==> src/rtl/crr_defs.vh <==
// Constants for the capacitance result and reference-count register bank.
// Assumes inclusion by bare name from every design file that needs them.
`ifndef CRR_DEFS_VH
`define CRR_DEFS_VH

// Register word addresses
`define CRR_ADDR_CH2_UPPER     8'h04
`define CRR_ADDR_CH2_LOWER     8'h05
`define CRR_ADDR_CH3_UPPER     8'h06
`define CRR_ADDR_CH3_LOWER     8'h07
`define CRR_ADDR_CH0_INTERVAL  8'h08
`define CRR_ADDR_CH1_INTERVAL  8'h09
`define CRR_ADDR_CH2_INTERVAL  8'h0A

// Field layout of the upper and lower result words
`define CRR_BIT_WATCHDOG       13
`define CRR_BIT_AMPLITUDE      12
`define CRR_UPPER_MSB          11
`define CRR_LOWER_MSB          15
`define CRR_RESULT_MSB         27
`define CRR_SPLIT_LSB          16

// Widths and reset values
`define CRR_WORD_W             16
`define CRR_RESULT_W           28
`define CRR_ADDR_W             8
`define CRR_INTERVAL_RESET     16'h0080
`define CRR_WORD_ZERO          16'h0000
`define CRR_RESULT_ZERO        28'h0000000

// Conversion length is interval times 16 reference periods
`define CRR_TICKS_SHIFT        4
`define CRR_TICK_W             20
`define CRR_TICK_ZERO          20'h00000
`define CRR_TICK_ONE           20'h00001

`endif

==> src/rtl/crr_conv_timer.v <==
// Conversion interval timer for one channel.
// Assumes the reference clock level is synchronous to clock and far slower.
`include "crr_defs.vh"

module crr_conv_timer (
  // Clock and reset
  input  wire                    clock,
  input  wire                    rst_n,
  // Channel reference clock level and programmed interval
  input  wire                    ref_level,
  input  wire [`CRR_WORD_W-1:0]  interval,
  // One-cycle pulse at the end of each conversion
  output reg                     done_q
);

  reg                    ref_prev_q;
  reg [`CRR_TICK_W-1:0]  ticks_q;
  wire                   ref_rise;
  wire [`CRR_TICK_W-1:0] target;

  ////////////////////////////////////////////////////////////////////////////
  // Rising edges of the reference clock are the unit of time
  assign ref_rise = ref_level & ~ref_prev_q;
  // Interval times sixteen, as reference periods
  assign target   = {interval, {`CRR_TICKS_SHIFT{1'b0}}};

  // Count reference periods; a changed interval takes effect at once
  always @(posedge clock or negedge rst_n) begin
    if (!rst_n) begin
      ref_prev_q <= 1'b0;
      ticks_q    <= `CRR_TICK_ZERO;
      done_q     <= 1'b0;
    end else begin
      ref_prev_q <= ref_level;
      done_q     <= 1'b0;
      if (ref_rise) begin
        if (ticks_q + `CRR_TICK_ONE >= target) begin
          ticks_q <= `CRR_TICK_ZERO;
          done_q  <= 1'b1;
        end else begin
          ticks_q <= ticks_q + `CRR_TICK_ONE;
        end
      end
    end
  end

endmodule

==> src/rtl/crr_regs.v <==
// Result words for channels 2 and 3 and reference counts for channels 0-2.
// Assumes a serial bus engine drives the word access port in clock domain.
// Assumes the engine never strobes read and write in the same cycle.
// Assumes results and events arrive from the conversion core, clock domain.
`include "crr_defs.vh"

module crr_regs #(
  parameter WIDE_RESULT = 1                        // 1: 28-bit, 0: 12-bit variant
) (
  // Clock and reset
  input  wire                    clock,
  input  wire                    reset_n,
  // Register word access from the serial bus engine
  input  wire [`CRR_ADDR_W-1:0]  reg_addr,
  input  wire                    reg_wr,
  input  wire [`CRR_WORD_W-1:0]  reg_wdata,
  input  wire                    reg_rd,
  output reg  [`CRR_WORD_W-1:0]  reg_rdata_q,
  // Per-channel reference clocks, channels 0 to 2
  input  wire [2:0]              channel_reference_clock,
  output wire [2:0]              conv_done,
  // Conversion core results and events
  input  wire                    ch2_result_valid,
  input  wire [`CRR_RESULT_W-1:0] ch2_result_in,
  input  wire                    ch2_watchdog_event,
  input  wire                    ch2_amplitude_unsettled,
  input  wire                    ch3_result_valid,
  input  wire [`CRR_RESULT_W-1:0] ch3_result_in,
  input  wire                    ch3_watchdog_event,
  input  wire                    ch3_amplitude_unsettled,
  input  wire                    amplitude_warning_enable
);

  reg                     rst_meta_q;
  reg                     rst_sync_q;
  reg [`CRR_WORD_W-1:0]   ch0_interval_count;
  reg [`CRR_WORD_W-1:0]   ch1_interval_count;
  reg [`CRR_WORD_W-1:0]   ch2_interval_count;
  reg [`CRR_RESULT_W-1:0] ch2_result;
  reg [`CRR_RESULT_W-1:0] ch3_result;
  reg [`CRR_WORD_W-1:0]   ch2_lower_shadow_q;
  reg [`CRR_WORD_W-1:0]   ch3_lower_shadow_q;
  reg                     ch2_watchdog_timeout_flag;
  reg                     ch2_amplitude_warning_flag;
  reg                     ch3_watchdog_timeout_flag;
  reg                     ch3_amplitude_warning_flag;
  reg [`CRR_WORD_W-1:0]   rdata_d;
  wire                    rd_ch2_upper;
  wire                    rd_ch3_upper;
  wire [`CRR_WORD_W*3-1:0] intervals;

  ////////////////////////////////////////////////////////////////////////////
  // Upper word image: flags at 13:12, then result bits 27:16, or bits 11:0 in the 12-bit variant
  // Bits 15:14 are reserved and always read zero
  function [`CRR_WORD_W-1:0] upper_word;
    input                     wd;
    input                     aw;
    input [`CRR_RESULT_W-1:0] res;
    begin
      upper_word = `CRR_WORD_ZERO;
      upper_word[`CRR_BIT_WATCHDOG]  = wd;
      upper_word[`CRR_BIT_AMPLITUDE] = aw;
      if (WIDE_RESULT != 0)
        upper_word[`CRR_UPPER_MSB:0] = res[`CRR_RESULT_MSB:`CRR_SPLIT_LSB];
      else
        upper_word[`CRR_UPPER_MSB:0] = res[`CRR_UPPER_MSB:0];
    end
  endfunction

  // Read strobe aimed at one word address
  function rd_hit;
    input                   rd;
    input [`CRR_ADDR_W-1:0] addr;
    input [`CRR_ADDR_W-1:0] target;
    begin
      rd_hit = rd && (addr == target);
    end
  endfunction

  ////////////////////////////////////////////////////////////////////////////
  // Reset release through two flip-flops
  always @(posedge clock or negedge reset_n) begin
    if (!reset_n) begin
      rst_meta_q <= 1'b0;
      rst_sync_q <= 1'b0;
    end else begin
      rst_meta_q <= 1'b1;
      rst_sync_q <= rst_meta_q;
    end
  end

  ////////////////////////////////////////////////////////////////////////////
  // Interval count registers; reserved low values are not filtered
  // Storing them as-is keeps writes simple; such counts just run short
  always @(posedge clock or negedge rst_sync_q) begin
    if (!rst_sync_q) begin
      ch0_interval_count <= `CRR_INTERVAL_RESET;
      ch1_interval_count <= `CRR_INTERVAL_RESET;
      ch2_interval_count <= `CRR_INTERVAL_RESET;
    end else if (reg_wr) begin
      case (reg_addr)
        `CRR_ADDR_CH0_INTERVAL: ch0_interval_count <= reg_wdata;
        `CRR_ADDR_CH1_INTERVAL: ch1_interval_count <= reg_wdata;
        `CRR_ADDR_CH2_INTERVAL: ch2_interval_count <= reg_wdata;
        default: ;
      endcase
    end
  end

  ////////////////////////////////////////////////////////////////////////////
  // One timer per channel, each on its own reference clock
  // Counts restart at reset and at each conversion end; a new interval applies mid-count
  assign intervals = {ch2_interval_count, ch1_interval_count, ch0_interval_count};

  genvar gi;
  generate
    for (gi = 0; gi < 3; gi = gi + 1) begin : g_timer
      crr_conv_timer u_timer (
        .clock     (clock),
        .rst_n     (rst_sync_q),
        .ref_level (channel_reference_clock[gi]),
        .interval  (intervals[gi*`CRR_WORD_W +: `CRR_WORD_W]),
        .done_q    (conv_done[gi])
      );
    end
  endgenerate

  ////////////////////////////////////////////////////////////////////////////
  // Result capture from the conversion core
  always @(posedge clock or negedge rst_sync_q) begin
    if (!rst_sync_q) begin
      ch2_result <= `CRR_RESULT_ZERO;
      ch3_result <= `CRR_RESULT_ZERO;
    end else begin
      if (ch2_result_valid)
        ch2_result <= ch2_result_in;
      if (ch3_result_valid)
        ch3_result <= ch3_result_in;
    end
  end

  ////////////////////////////////////////////////////////////////////////////
  // Read strobes that clear flags and freeze lower halves
  assign rd_ch2_upper = rd_hit(reg_rd, reg_addr, `CRR_ADDR_CH2_UPPER);
  assign rd_ch3_upper = rd_hit(reg_rd, reg_addr, `CRR_ADDR_CH3_UPPER);

  // Sticky flags; a new event in the read cycle survives the clear
  // Set wins so an event is never lost to a read
  always @(posedge clock or negedge rst_sync_q) begin
    if (!rst_sync_q) begin
      ch2_watchdog_timeout_flag  <= 1'b0;
      ch2_amplitude_warning_flag <= 1'b0;
      ch3_watchdog_timeout_flag  <= 1'b0;
      ch3_amplitude_warning_flag <= 1'b0;
    end else begin
      ch2_watchdog_timeout_flag  <= ch2_watchdog_event |
                                    (ch2_watchdog_timeout_flag & ~rd_ch2_upper);
      ch2_amplitude_warning_flag <= (ch2_amplitude_unsettled & amplitude_warning_enable) |
                                    (ch2_amplitude_warning_flag & ~rd_ch2_upper);
      ch3_watchdog_timeout_flag  <= ch3_watchdog_event |
                                    (ch3_watchdog_timeout_flag & ~rd_ch3_upper);
      ch3_amplitude_warning_flag <= (ch3_amplitude_unsettled & amplitude_warning_enable) |
                                    (ch3_amplitude_warning_flag & ~rd_ch3_upper);
    end
  end

  // Lower half held at the upper read so the pair is one conversion
  // Trade-off: the lower word stays stale until the upper word is read
  always @(posedge clock or negedge rst_sync_q) begin
    if (!rst_sync_q) begin
      ch2_lower_shadow_q <= `CRR_WORD_ZERO;
      ch3_lower_shadow_q <= `CRR_WORD_ZERO;
    end else begin
      if (rd_ch2_upper)
        ch2_lower_shadow_q <= ch2_result[`CRR_LOWER_MSB:0];
      if (rd_ch3_upper)
        ch3_lower_shadow_q <= ch3_result[`CRR_LOWER_MSB:0];
    end
  end

  ////////////////////////////////////////////////////////////////////////////
  // Read multiplexer; unmapped words and 12-bit lower words read zero
  always @* begin
    rdata_d = `CRR_WORD_ZERO;
    case (reg_addr)
      `CRR_ADDR_CH2_UPPER:
        rdata_d = upper_word(ch2_watchdog_timeout_flag,
                             ch2_amplitude_warning_flag, ch2_result);
      `CRR_ADDR_CH2_LOWER:
        if (WIDE_RESULT != 0)
          rdata_d = ch2_lower_shadow_q;
      `CRR_ADDR_CH3_UPPER:
        rdata_d = upper_word(ch3_watchdog_timeout_flag,
                             ch3_amplitude_warning_flag, ch3_result);
      `CRR_ADDR_CH3_LOWER:
        if (WIDE_RESULT != 0)
          rdata_d = ch3_lower_shadow_q;
      `CRR_ADDR_CH0_INTERVAL: rdata_d = ch0_interval_count;
      `CRR_ADDR_CH1_INTERVAL: rdata_d = ch1_interval_count;
      `CRR_ADDR_CH2_INTERVAL: rdata_d = ch2_interval_count;
      default: rdata_d = `CRR_WORD_ZERO;
    endcase
  end

  // Read data registered one cycle after the strobe
  // Held between reads so address changes never disturb the output
  always @(posedge clock or negedge rst_sync_q) begin
    if (!rst_sync_q)
      reg_rdata_q <= `CRR_WORD_ZERO;
    else if (reg_rd)
      reg_rdata_q <= rdata_d;
  end

endmodule

==> config.mk <==
export PLATFORM = sky130hd
export DESIGN_NAME = crr_regs
export DESIGN_NICKNAME = d
export VERILOG_FILES = /design/src/rtl/crr_conv_timer.v /design/src/rtl/crr_regs.v
export VERILOG_INCLUDE_DIRS = /design/src /design/src/rtl
export SDC_FILE = /design/constraint.sdc
export NUM_CORES = 1
export LEC_CHECK = 0
export ABC_AREA = 0
export BUFFER_PORTS_ARGS = -buffer_cell sky130_fd_sc_hd__buf_2
export CORE_MARGIN = 3
export CORE_UTILIZATION = 43
export CTS_BUF_LIST = sky130_fd_sc_hd__clkbuf_4
export DETAILED_ROUTE_END_ITERATION = 8
export PLACE_DENSITY_LB_ADDON = 0.1
export SLEW_MARGIN = 25
export SYNTH_ARGS = -nofsm -noshare
export SYNTH_HDL_FRONTEND = slang
export SYNTH_SLANG_ARGS = --single-unit
==> constraint.sdc <==
create_clock -name clock -period 13.1 [get_ports clock]
set_clock_uncertainty 0.05 [all_clocks]
set_input_delay 0.655 -clock clock [delete_from_list [all_inputs] [get_ports clock]]
set_output_delay 0.655 -clock clock [all_outputs]
set_load 0.005 [all_outputs]
==> results of run 1 <==
cell usage in the layout (no fill, tap or decap), types with 12 or more instances in the layout:
cell type    n
a21oi_1     36
ha_1        51
a22oi_1     14
mux2_2     143
and3_1      15
inv_1       80
xor2_1      15
o21ai_0     47
buf_2      112
or3_1       21
nand4_1     25
clkbuf_4    91
nand2_1     81
a21o_1      28
o31ai_1     13
dfrtp_1    220
nor2_1      27
mux2i_1     12
xnor2_1     29
o22ai_1     14
nand3_1     36
power by group through the flow:
| stage | combinational, mW | clock (mW) | sequential, mW |
|---|---|---|---|
| after global routing | 0.383 | 0.701 | 0.839 |
| after CTS | 0.338 | 0.662 | 0.830 |
| after detailed placement | 0.336 | 0 | 0.842 |
| final | 0.336 | 0.639 | 0.828 |
| after global placement | 0.331 | 0 | 0.840 |
| after floorplan | 0.251 | 0 | 0.823 |
final timing paths:
path | startpoint | to | slack, ns | cells after the start
setup / recovery | g_timer[0].u_timer.ticks_q[0] | g_timer[0].u_timer.ticks_q[11] | 8.50 | 13
setup reg to reg | g_timer[0].u_timer.ticks_q[0] | g_timer[0].u_timer.ticks_q[11] | 8.50 | 13
hold / removal | ch2_watchdog_event | ch2_watchdog_timeout_flag | 0.07 | 2
max in group asynchronous | rst_sync_q | ch2_interval_count[7] | 10.81 | 3
min in group asynchronous | reset_n | rst_sync_q | 0.20 | 2
hold reg to reg | rst_sync_q | ch3_result[14] | 0.23 | 0
layer usage:
layer | GRT usage (%) | up-vias
met5 | 0 | -
met4 | 5.831 | 2
met3 | 4.801 | 59
met2 | 32.72 | 242
met1 | 30.02 | 4344
li1 | - | 4294
registers in the layout, summed over array words and instances, names as in the netlist:
| name | count |
|---|---|
| ch2_result | 28 |
| ch1_interval_count | 16 |
| ch3_watchdog_timeout_flag | 1 |
| ch2_watchdog_timeout_flag | 1 |
| ch3_result | 28 |
| ch0_interval_count | 16 |
| ch3_amplitude_warning_flag | 1 |
| ch2_lower_shadow_q | 16 |
| rst_meta_q | 1 |
| ch2_amplitude_warning_flag | 1 |
| g_timer.u_timer.done_q | 3 |
| g_timer.u_timer.ticks_q | 60 |
| rst_sync_q | 1 |
| ch2_interval_count | 16 |
| ch3_lower_shadow_q | 16 |
| g_timer.u_timer.ref_prev_q | 3 |
| reg_rdata_q | 16 |
cells by family after synthesis:
kind of cell / synth area share (%)
AOI/OAI and AO/OA: 12.62
xor gates and xnor gates: 3.248
adders and majority gates: 5.378
buffers and inverters: 4.482
DFF: 47.27
muxes: 14.58
other: 0.03161
and+or+nand+nor: 12.38
cell type report:
class                   instances  share of cell area [%]
multi-input cells             745                   42.35
flip-flops and latches        224                   41.41
clock buffers                  91                   5.040
repair buffers                125                   5.003
well taps                     341                   3.147
inverters                      80                   2.215
clock inverters                17                  0.8215
diodes                          1                 0.01846
stage by stage:
stage / hold WS [ns] / utilization, % / worst slack (ns)
2_1_floorplan: 0.2812 / - / 6.351
3_3_place_gp: 0.2901 / 46.99 / 8.697
3_5_place_dp: 0.2902 / 47.00 / 8.534
4_1_cts: 0.008816 / 50.06 / 8.545
5_1_grt: 0.02136 / 50.16 / 8.088
6_report: 0.07420 / 50.16 / 8.503
==> results.sh, run 1 <==
export IMPL_outcome="completed"
export IMPL_cts_buffer_depth=3
export IMPL_dr_wl_met2_um=14090
export IMPL_yosysMostFrequentCell="dfrtp_1"
export IMPL_die_h_um=172.1
export IMPL_peakVddDrop_uv=61.48
export IMPL_period_minus_slack_ns=4.597
export IMPL_fmax_mhz=217.5
export IMPL_die_w_um=172.1
export IMPL_synth_area_sq_um=11870
export IMPL_slew_headroom_pct=37.83
export IMPL_multi_input_area_sq_um=5741
export IMPL_initial_core_util_pct=43.90
export IMPL_async_flop_share_pct=100.0
export IMPL_dieArea_sq_um=29620
export IMPL_cts_setup_buffers=0
export IMPL_drc_errors=0
export IMPL_cts_sinks=224
export IMPL_synthesis_nets=1247
export IMPL_rsz0062_at_grt="no"
export IMPL_first_global_vias=8871
export IMPL_worstSetupPathType="reg -> reg"
export IMPL_io_buffers=112
export IMPL_grt_first_pass_wirelength_um=48770
export IMPL_ff_latch_area_sq_um=5613
export IMPL_first_iter_violations=643
export IMPL_ant_nets=0
export IMPL_seq_area_frac_synth_pct=47.27
export IMPL_grt_max_degree=75
export IMPL_worstPathCellList="ha_1 -> nand2_1 -> nor4_1 -> nand3_1 -> o21a_1 -> or2_2 -> ha_1 -> nand4_1 -> a211oi_1 -> a2111oi_2 -> buf_4 -> nand3_1 -> o31ai_1"
export IMPL_maxUsedRoutingLayer="met5"
export IMPL_internal_power_mw=1.237
export IMPL_final_setup_viol_count=0
export IMPL_cts_tree="built"
export IMPL_drive_gt1_share_pct=30.50
export IMPL_tns_ns=0
export IMPL_cap_violations=0
export IMPL_pwr_share_seq_pct=45.9
export IMPL_crit_buf_inv=1
export IMPL_clkPwrFrac_pct=35.4
export IMPL_coreArea_sq_um=27030
export IMPL_crit_fanout=21
export IMPL_place_area_sq_um=12700
export IMPL_routabilityCongestion=0.8220
export IMPL_powerDensity_nw_per_um2=132.9
export IMPL_routed_wl_um=30910
export IMPL_arrival_ns=5.16
export IMPL_syn_inst=1102
export IMPL_num_rows=60
export IMPL_drv_slew=0
export IMPL_fin_cells=1624
export IMPL_synth_top_area_cell="dfrtp_1"
export IMPL_route_vias_total=8941
export IMPL_cp_start_kind="flop"
export IMPL_nets=1381
export IMPL_power_mw=1.802
export IMPL_leakage_nw=6.278
export IMPL_cts_max_level=2
export IMPL_fin_area_sq_um=13560
export IMPL_track_usage_pct=21.13
export IMPL_synth_top_cell_area_share_pct=46.61
export IMPL_crit_family="simple AND/OR/NAND/NOR gates"
export IMPL_clk_latency_ns=0.73
export IMPL_final_fill_count=2596
export IMPL_hold_class="in -> reg"
export IMPL_critical_path_max_stage_delay_ns=0.67
export IMPL_place_inst=1511
export IMPL_tightest_slew_ns=0.9248
export IMPL_ys_warn_count=0
export IMPL_crit_required_ns=13.67
export IMPL_p_comb_share_pct=18.6
export IMPL_cts_root_buf="clkbuf_4"
export IMPL_clkSlewWorstSetupHoldPaths_ns=0.07
export IMPL_grt_antenna_before_repair=2
export IMPL_synth_cell_types=72
export IMPL_power_switching_uw=565.1
export IMPL_fin_crit_sh_pct=35.09
export IMPL_cts_resized_gates=0
export IMPL_ios=113
export IMPL_wl_met1_um=14430
export IMPL_synth_ff_latch_count=224
export IMPL_firstDrtPassIters=5
export IMPL_wl_per_cell_um=19.04
export IMPL_end_kind="flop"
export IMPL_cts_hold_buffers=3
export IMPL_synth_ff_type="dfrtp_1"
export IMPL_post_dp_hpwl_um=22400
export IMPL_synth_area_leaders="dfrtp_1 (47%), mux2_2 (14%), ha_1 (5.4%), nand2_1 (2.6%), inv_1 (2.5%)"
export IMPL_met3_length_um=1690
export IMPL_grt_overflow_total=0
export IMPL_ys_top_cells_by_count="dfrtp_1 (221), mux2_2 (143), nand2_1 (81)"
export IMPL_worst_path_max_delay_cell="nor4_1"
export IMPL_cts_buffers=60
export IMPL_synth_area_per_cell_sq_um=10.77
export IMPL_p_sw_share_pct=31.36
export IMPL_viasPerCell=5.506
export IMPL_synth_edf_count=0
export IMPL_hold_viol_final=0
export IMPL_area_delta_synth_final_pct=14.25
(Power assumes the default switching activity.)
==> run 2: changes to the inputs <==
==> constraint.sdc (replaced) <==
create_clock -name clock -period 4.2 [get_ports clock]
set_clock_uncertainty 0.05 [all_clocks]
set_input_delay 0.21 -clock clock [delete_from_list [all_inputs] [get_ports clock]]
set_output_delay 0.21 -clock clock [all_outputs]
set_load 0.005 [all_outputs]
==> run 2 against run 1 <==
  * Combinational power increased to 3.5 times the previous value
  * Global-route usage up 1.0 points
  * Wire length increased by 4.4%
  * Sequential cell count stayed put
  * Cell count is 5.8% higher
  * Sequential power grew to 3.1 times the previous value
  * Critical path type unchanged
==> results.sh, run 2 (synthesized netlist as in run 1, its figures left out) <==
export IMPL_outcome="completed"
export IMPL_grt_overflow_total=0
export IMPL_firstDrtPassIters=5
export IMPL_hold_class="in -> reg"
export IMPL_clkSlewWorstSetupHoldPaths_ns=0.07
export IMPL_rsz0062_at_grt="no"
export IMPL_die_h_um=172.1
export IMPL_end_kind="flop"
export IMPL_crit_required_ns=4.72
export IMPL_drv_slew=0
export IMPL_ant_nets=0
export IMPL_drive_gt1_share_pct=29.07
export IMPL_crit_fanout=10
export IMPL_reg2reg_to="g_timer[0].u_timer.ticks_q[15]"
export IMPL_coreArea_sq_um=27030
export IMPL_period_minus_slack_ns=3.940
export IMPL_tightest_slew_ns=0.9657
export IMPL_grt_max_degree=67
export IMPL_arrival_ns=4.46
export IMPL_initial_core_util_pct=43.90
export IMPL_final_setup_viol_count=0
export IMPL_cts_buffer_depth=3
export IMPL_hold_viol_final=0
export IMPL_peakVddDrop_uv=194.8
export IMPL_routed_wl_um=32280
export IMPL_top_register="g_timer.u_timer.ticks_q"
export IMPL_ios=113
export IMPL_num_rows=60
export IMPL_grt_first_pass_wirelength_um=51220
export IMPL_tns_ns=0
export IMPL_rr_startpoint="g_timer[0].u_timer.ticks_q[3]"
export IMPL_largest_reg_flops=60
export IMPL_route_vias_total=9314
export IMPL_grt_antenna_before_repair=3
export IMPL_whs_path_depth=2
export IMPL_clk_latency_ns=0.71
export IMPL_cts_buffers=61
export IMPL_largestRegisters="g_timer.u_timer.ticks_q x60, ch2_result x28, ch3_result x28"
export IMPL_die_w_um=172.1
export IMPL_cts_tree="built"
export IMPL_ff2ff_path_depth=12
export IMPL_place_area_sq_um=12840
export IMPL_hold_path_end="ch2_result[5]"
export IMPL_first_iter_violations=541
export IMPL_area_delta_synth_final_pct=21.98
export IMPL_post_dp_hpwl_um=22830
export IMPL_cts_max_level=2
export IMPL_wl_per_cell_um=18.79
export IMPL_cts_sinks=224
export IMPL_cap_violations=0
export IMPL_io_buffers=112
export IMPL_worstSetupPathType="reg -> reg"
export IMPL_powerDensity_nw_per_um2=393.4
export IMPL_rrSetupSlack_ns=0.26
export IMPL_dieArea_sq_um=29620
export IMPL_cp_start_kind="flop"
export IMPL_fmax_mhz=253.8
export IMPL_hold_start="ch2_result_valid"
export IMPL_viasPerCell=5.421
export IMPL_final_cell_mix="dfrtp_1 (220), mux2_2 (143), buf_2 (112), clkbuf_4 (92), dlygate4sd3_1 (84)"
export IMPL_slew_headroom_pct=35.62
export IMPL_drc_errors=0
export IMPL_routabilityCongestion=0.8584
export IMPL_nets=1476
export IMPL_final_common_cell="dfrtp_1"
export IMPL_leakage_nw=6.660
export IMPL_track_usage_pct=22.14
export IMPL_cts_setup_buffers=0
export IMPL_cts_root_buf="clkbuf_4"
export IMPL_first_global_vias=9432
export IMPL_fin_area_sq_um=14470
export IMPL_fin_crit_sh_pct=93.81
==> run 2: cell count changes in the layout (fill, tap and decap cells not counted), moves of 2 or more <==
cell and change:
dlygate4sd3_1 +81, clkinv_2 -3, clkinv_1 +4, buf_4 +11, buf_12 +2
==> run 2: worst max path at each step <==
stage / startpoint / end / slack [ns] / cells after the start
3_5_place_dp: g_timer[0].u_timer.ticks_q[3] / g_timer[0].u_timer.ticks_q[4] / 0.19 / 12
4_1_cts: g_timer[0].u_timer.ticks_q[3] / g_timer[0].u_timer.ticks_q[4] / 0.17 / 12
3_3_place_gp: g_timer[0].u_timer.ticks_q[3] / g_timer[0].u_timer.ticks_q[4] / 0.35 / 12
2_1_floorplan: g_timer[0].u_timer.ticks_q[3] / g_timer[0].u_timer.ticks_q[16] / 0.38 / 13
5_1_grt: g_timer[0].u_timer.ticks_q[0] / g_timer[0].u_timer.ticks_q[7] / 0.02 / 12
6_report: g_timer[0].u_timer.ticks_q[3] / g_timer[0].u_timer.ticks_q[15] / 0.26 / 12
==> run 2: worst max-delay path: stages, from the launching register on <==
cell	delay (ns)
dfrtp_1	0.44
nand4_2	0.19
or2_1	0.35
or4_4	0.58
or2_4	0.29
xnor2_1	0.13
ha_1	0.30
nand4_1	0.18
a2111oi_1	0.53
a31oi_2	0.20
buf_4	0.25
a32oi_1	0.21
o31ai_1	0.12
==> run 2: final cells by class <==
class                   instances  area (sq um)
well taps                     341         426.7
inverters                      80         300.3
diodes                          1         2.502
clock inverters                16         68.82
flip-flops and latches        224          5613
clock buffers                  92         690.7
multi-input cells             745          5759
fillers                      2469         12550
repair buffers                219          1612
==> run 2: where the power goes <==
group	internal [mW]	total, mW	switching (mW)	leakage (nW)
registers	2.36	2.60	0.234	2.91
logic	0.548	1.18	0.633	3.30
clock network	0.993	1.92	0.923	0.450
==> run 2: repair_timing <==
action	CTS	global route
gates resized for setup	0	4
endpoints found under the hold margin	134	0
hold buffers	84	0
setup endpoints to repair	0	14
==> run 2: metal layers <==
layer,track usage (%),routed length (um)
met1,31.01,14910
met2,35.50,15060
met3,4.412,1735
met4,5.658,563
met5,0,16
==> run 2: stage by stage <==
step	worst slack (ns)	hold WS (ns)	total power, mW	utilization [%]	std cells
after floorplan	0.3810	-0.1356	3.347	-	1102
after global placement	0.3454	-0.05386	3.719	47.51	1525
after detailed placement	0.1857	-0.05163	3.749	47.51	1525
after CTS	0.1669	0.05053	5.761	53.44	1717
after global routing	0.01862	0.08333	6.068	53.55	1718
final	0.2598	0.1045	5.694	53.55	1718
==> run 3: changes to the inputs <==
--- a/config.mk
+++ b/config.mk
@@ -9,10 +9,11 @@
 export ABC_AREA = 0
 export BUFFER_PORTS_ARGS = -buffer_cell sky130_fd_sc_hd__buf_2
 export CORE_MARGIN = 3
-export CORE_UTILIZATION = 43
+export CORE_UTILIZATION = 56
 export CTS_BUF_LIST = sky130_fd_sc_hd__clkbuf_4
 export DETAILED_ROUTE_END_ITERATION = 8
 export PLACE_DENSITY_LB_ADDON = 0.1
+export RECOVER_POWER = 100
 export SLEW_MARGIN = 25
 export SYNTH_ARGS = -nofsm -noshare
 export SYNTH_HDL_FRONTEND = slang
==> run 3 against run 2 <==
  * The run now ends with max-capacitance violations, max-slew violations left
  * Utilization increased by 16 points
  * Sequential share of layout area increased by 0.65 points
  * Sequential power about the same
  * Critical path depth increased by 1
  * Maximum frequency decreased by 0.47%
  * Non-clock buffer count decreased by 1
  * Clock-buffer cell count decreased by 3
  * Clock power decreased by 3%
  * Largest cell class unchanged
  * Highest routed layer unchanged
==> results.sh, run 3 (synthesized netlist as in run 1, its figures left out) <==
export IMPL_leakage_nw=6.537
export IMPL_final_fill_count=1625
export IMPL_largestRegisters="g_timer.u_timer.ticks_q x60, ch2_result x28, ch3_result x28"
export IMPL_first_iter_violations=640
export IMPL_die_h_um=151.6
export IMPL_cap_violations=4
export IMPL_dieArea_sq_um=22970
export IMPL_multi_input_area_sq_um=5717
export IMPL_worstSetupPathType="reg -> reg"
export IMPL_grt_overflow_total=0
export IMPL_ff_latch_area_sq_um=5609
export IMPL_cts_tree="built"
export IMPL_cp_start_kind="flop"
export IMPL_routed_wl_um=31150
export IMPL_route_vias_total=9473
export IMPL_cts_buffer_depth=3
export IMPL_grtUsageMet1_pct=37.62
export IMPL_p_sw_share_pct=31.44
export IMPL_routabilityCongestion=0.8544
export IMPL_pwr_share_seq_pct=46.1
export IMPL_final_common_cell="dfrtp_1"
export IMPL_crit_required_ns=4.75
export IMPL_wl_per_cell_um=19.00
export IMPL_drive_gt1_share_pct=27.07
export IMPL_power_switching_mw=1.768
export IMPL_viasPerCell=5.780
export IMPL_ant_nets=0
export IMPL_peakVddDrop_uv=280.3
export IMPL_top_register="g_timer.u_timer.ticks_q"
export IMPL_num_rows=52
export IMPL_post_dp_hpwl_um=21360
export IMPL_cts_max_level=2
export IMPL_io_buffers=112
export IMPL_initial_core_util_pct=57.89
export IMPL_clk_latency_ns=0.71
export IMPL_p_comb_share_pct=20.7
export IMPL_firstDrtPassIters=5
export IMPL_arrival_ns=4.50
export IMPL_tns_ns=0
export IMPL_cts_buffers=59
export IMPL_period_minus_slack_ns=3.959
export IMPL_clkPwrFrac_pct=33.2
export IMPL_fin_crit_sh_pct=94.25
export IMPL_internal_power_mw=3.855
export IMPL_powerDensity_nw_per_um2=395.3
export IMPL_end_kind="flop"
export IMPL_hold_viol_final=0
export IMPL_tightest_slew_ns=2.074
export IMPL_first_global_vias=9589
export IMPL_area_delta_synth_final_pct=19.88
export IMPL_slew_headroom_pct=-39.36
export IMPL_track_usage_pct=27.99
export IMPL_clkSlewWorstSetupHoldPaths_ns=0.06
export IMPL_fmax_mhz=252.6
export IMPL_ios=113
export IMPL_final_cell_mix="dfrtp_1 (221), mux2_2 (142), buf_2 (96), clkbuf_4 (91), dlygate4sd3_1 (84)"
export IMPL_grt_max_degree=105
export IMPL_power_mw=5.623
export IMPL_outcome="complete, but fails checks"
export IMPL_met2_usage_pct=45.83
export IMPL_crit_fanout=14
export IMPL_largest_reg_flops=60
export IMPL_hold_class="in -> reg"
export IMPL_failed_checks="max-capacitance violations, max-slew violations"
export IMPL_final_setup_viol_count=0
export IMPL_cts_sinks=224
export IMPL_grt_busiest_layer="met2"
export IMPL_grt_antenna_before_repair=1
export IMPL_die_w_um=151.6
export IMPL_drv_slew=122
export IMPL_grt_first_pass_wirelength_um=50140
export IMPL_drc_errors=0
export IMPL_use_met3_pct=6.068
export IMPL_coreArea_sq_um=20490
export IMPL_nets=1473
export IMPL_rsz0062_at_grt="no"
export IMPL_cts_root_buf="clkbuf_4"
[run 3: layer usage]
metal | up-vias | part of all wire, %
met4 | 2 | 2.0
met1 | 4648 | 44
met3 | 60 | 6.0
li1 | 4487 | -
met5 | - | 0.24
met2 | 276 | 48
[run 3: power by group through the flow]
stage                     Combinational [mW]  Sequential (mW)  Clock [mW]
after floorplan                        0.782             2.57           0
after global placement                  1.08             2.61           0
after detailed placement                1.11             2.63           0
after CTS                               1.17             2.59        1.91
after global routing                    1.31             2.62        2.04
final                                   1.17             2.59        1.87
[run 3: per-stage QoR]
| step | area, sq um | instances | setup WS (ns) | util, % | hold slack (ns) |
|---|---|---|---|---|---|
| 2_1_floorplan | 11870 | 1102 | 0.3810 | - | -0.1356 |
| 3_3_place_gp | 12730 | 1453 | 0.3042 | 62.12 | -0.05347 |
| 3_5_place_dp | 12730 | 1453 | 0.1944 | 62.12 | -0.05286 |
| 4_1_cts | 14290 | 1637 | 0.1764 | 69.74 | 0.05887 |
| 5_1_grt | 14220 | 1639 | 0.008056 | 69.40 | 0.08642 |
| 6_report | 14220 | 1639 | 0.2413 | 69.40 | 0.07938 |
[run 3: layout make-up]
cell class | instances | area share, %
multi-input combinational | 745 | 40.19
sequential | 224 | 39.44
timing repair buffer | 218 | 10.79
clock buffer | 89 | 4.697
tap | 270 | 2.375
inverter | 80 | 2.111
clock inverter | 11 | 0.3607
antenna | 2 | 0.03519
[run 3: path summary, 6_finish.rpt]
path | slack, ns | end | startpoint | depth (start not counted)
max | 0.24 | g_timer[2].u_timer.ticks_q[10] | g_timer[2].u_timer.ticks_q[2] | 13
min | 0.08 | reg_rdata_q[14] | reg_addr[3] | 5
max reg2reg | 0.24 | g_timer[2].u_timer.ticks_q[10] | g_timer[2].u_timer.ticks_q[2] | 13
min reg2reg | 0.30 | rst_sync_q | rst_meta_q | 0
max in group asynchronous | 0.97 | g_timer[2].u_timer.ticks_q[17] | rst_sync_q | 1
min in group asynchronous | 0.30 | rst_sync_q | reset_n | 3
[run 3: repair_timing]
item                                    CTS  global route
endpoints found under the setup margin    0            27
hold endpoints to repair                136             0
gates resized for setup                   0             5
hold buffers                             84             0
buffers inserted                          0             0
[run 3: worst max-delay path, stage by stage, from the launching register on]
cell	delay [ns]
dfrtp_1	0.48
and3_1	0.31
nand3_1	0.24
nor4_2	0.39
and3_1	0.26
xnor2_1	0.15
ha_1	0.28
nand4_1	0.13
or3_1	0.17
o22ai_1	0.07
buf_4	0.19
or4_1	0.69
or3_1	0.36
o21ai_0	0.09
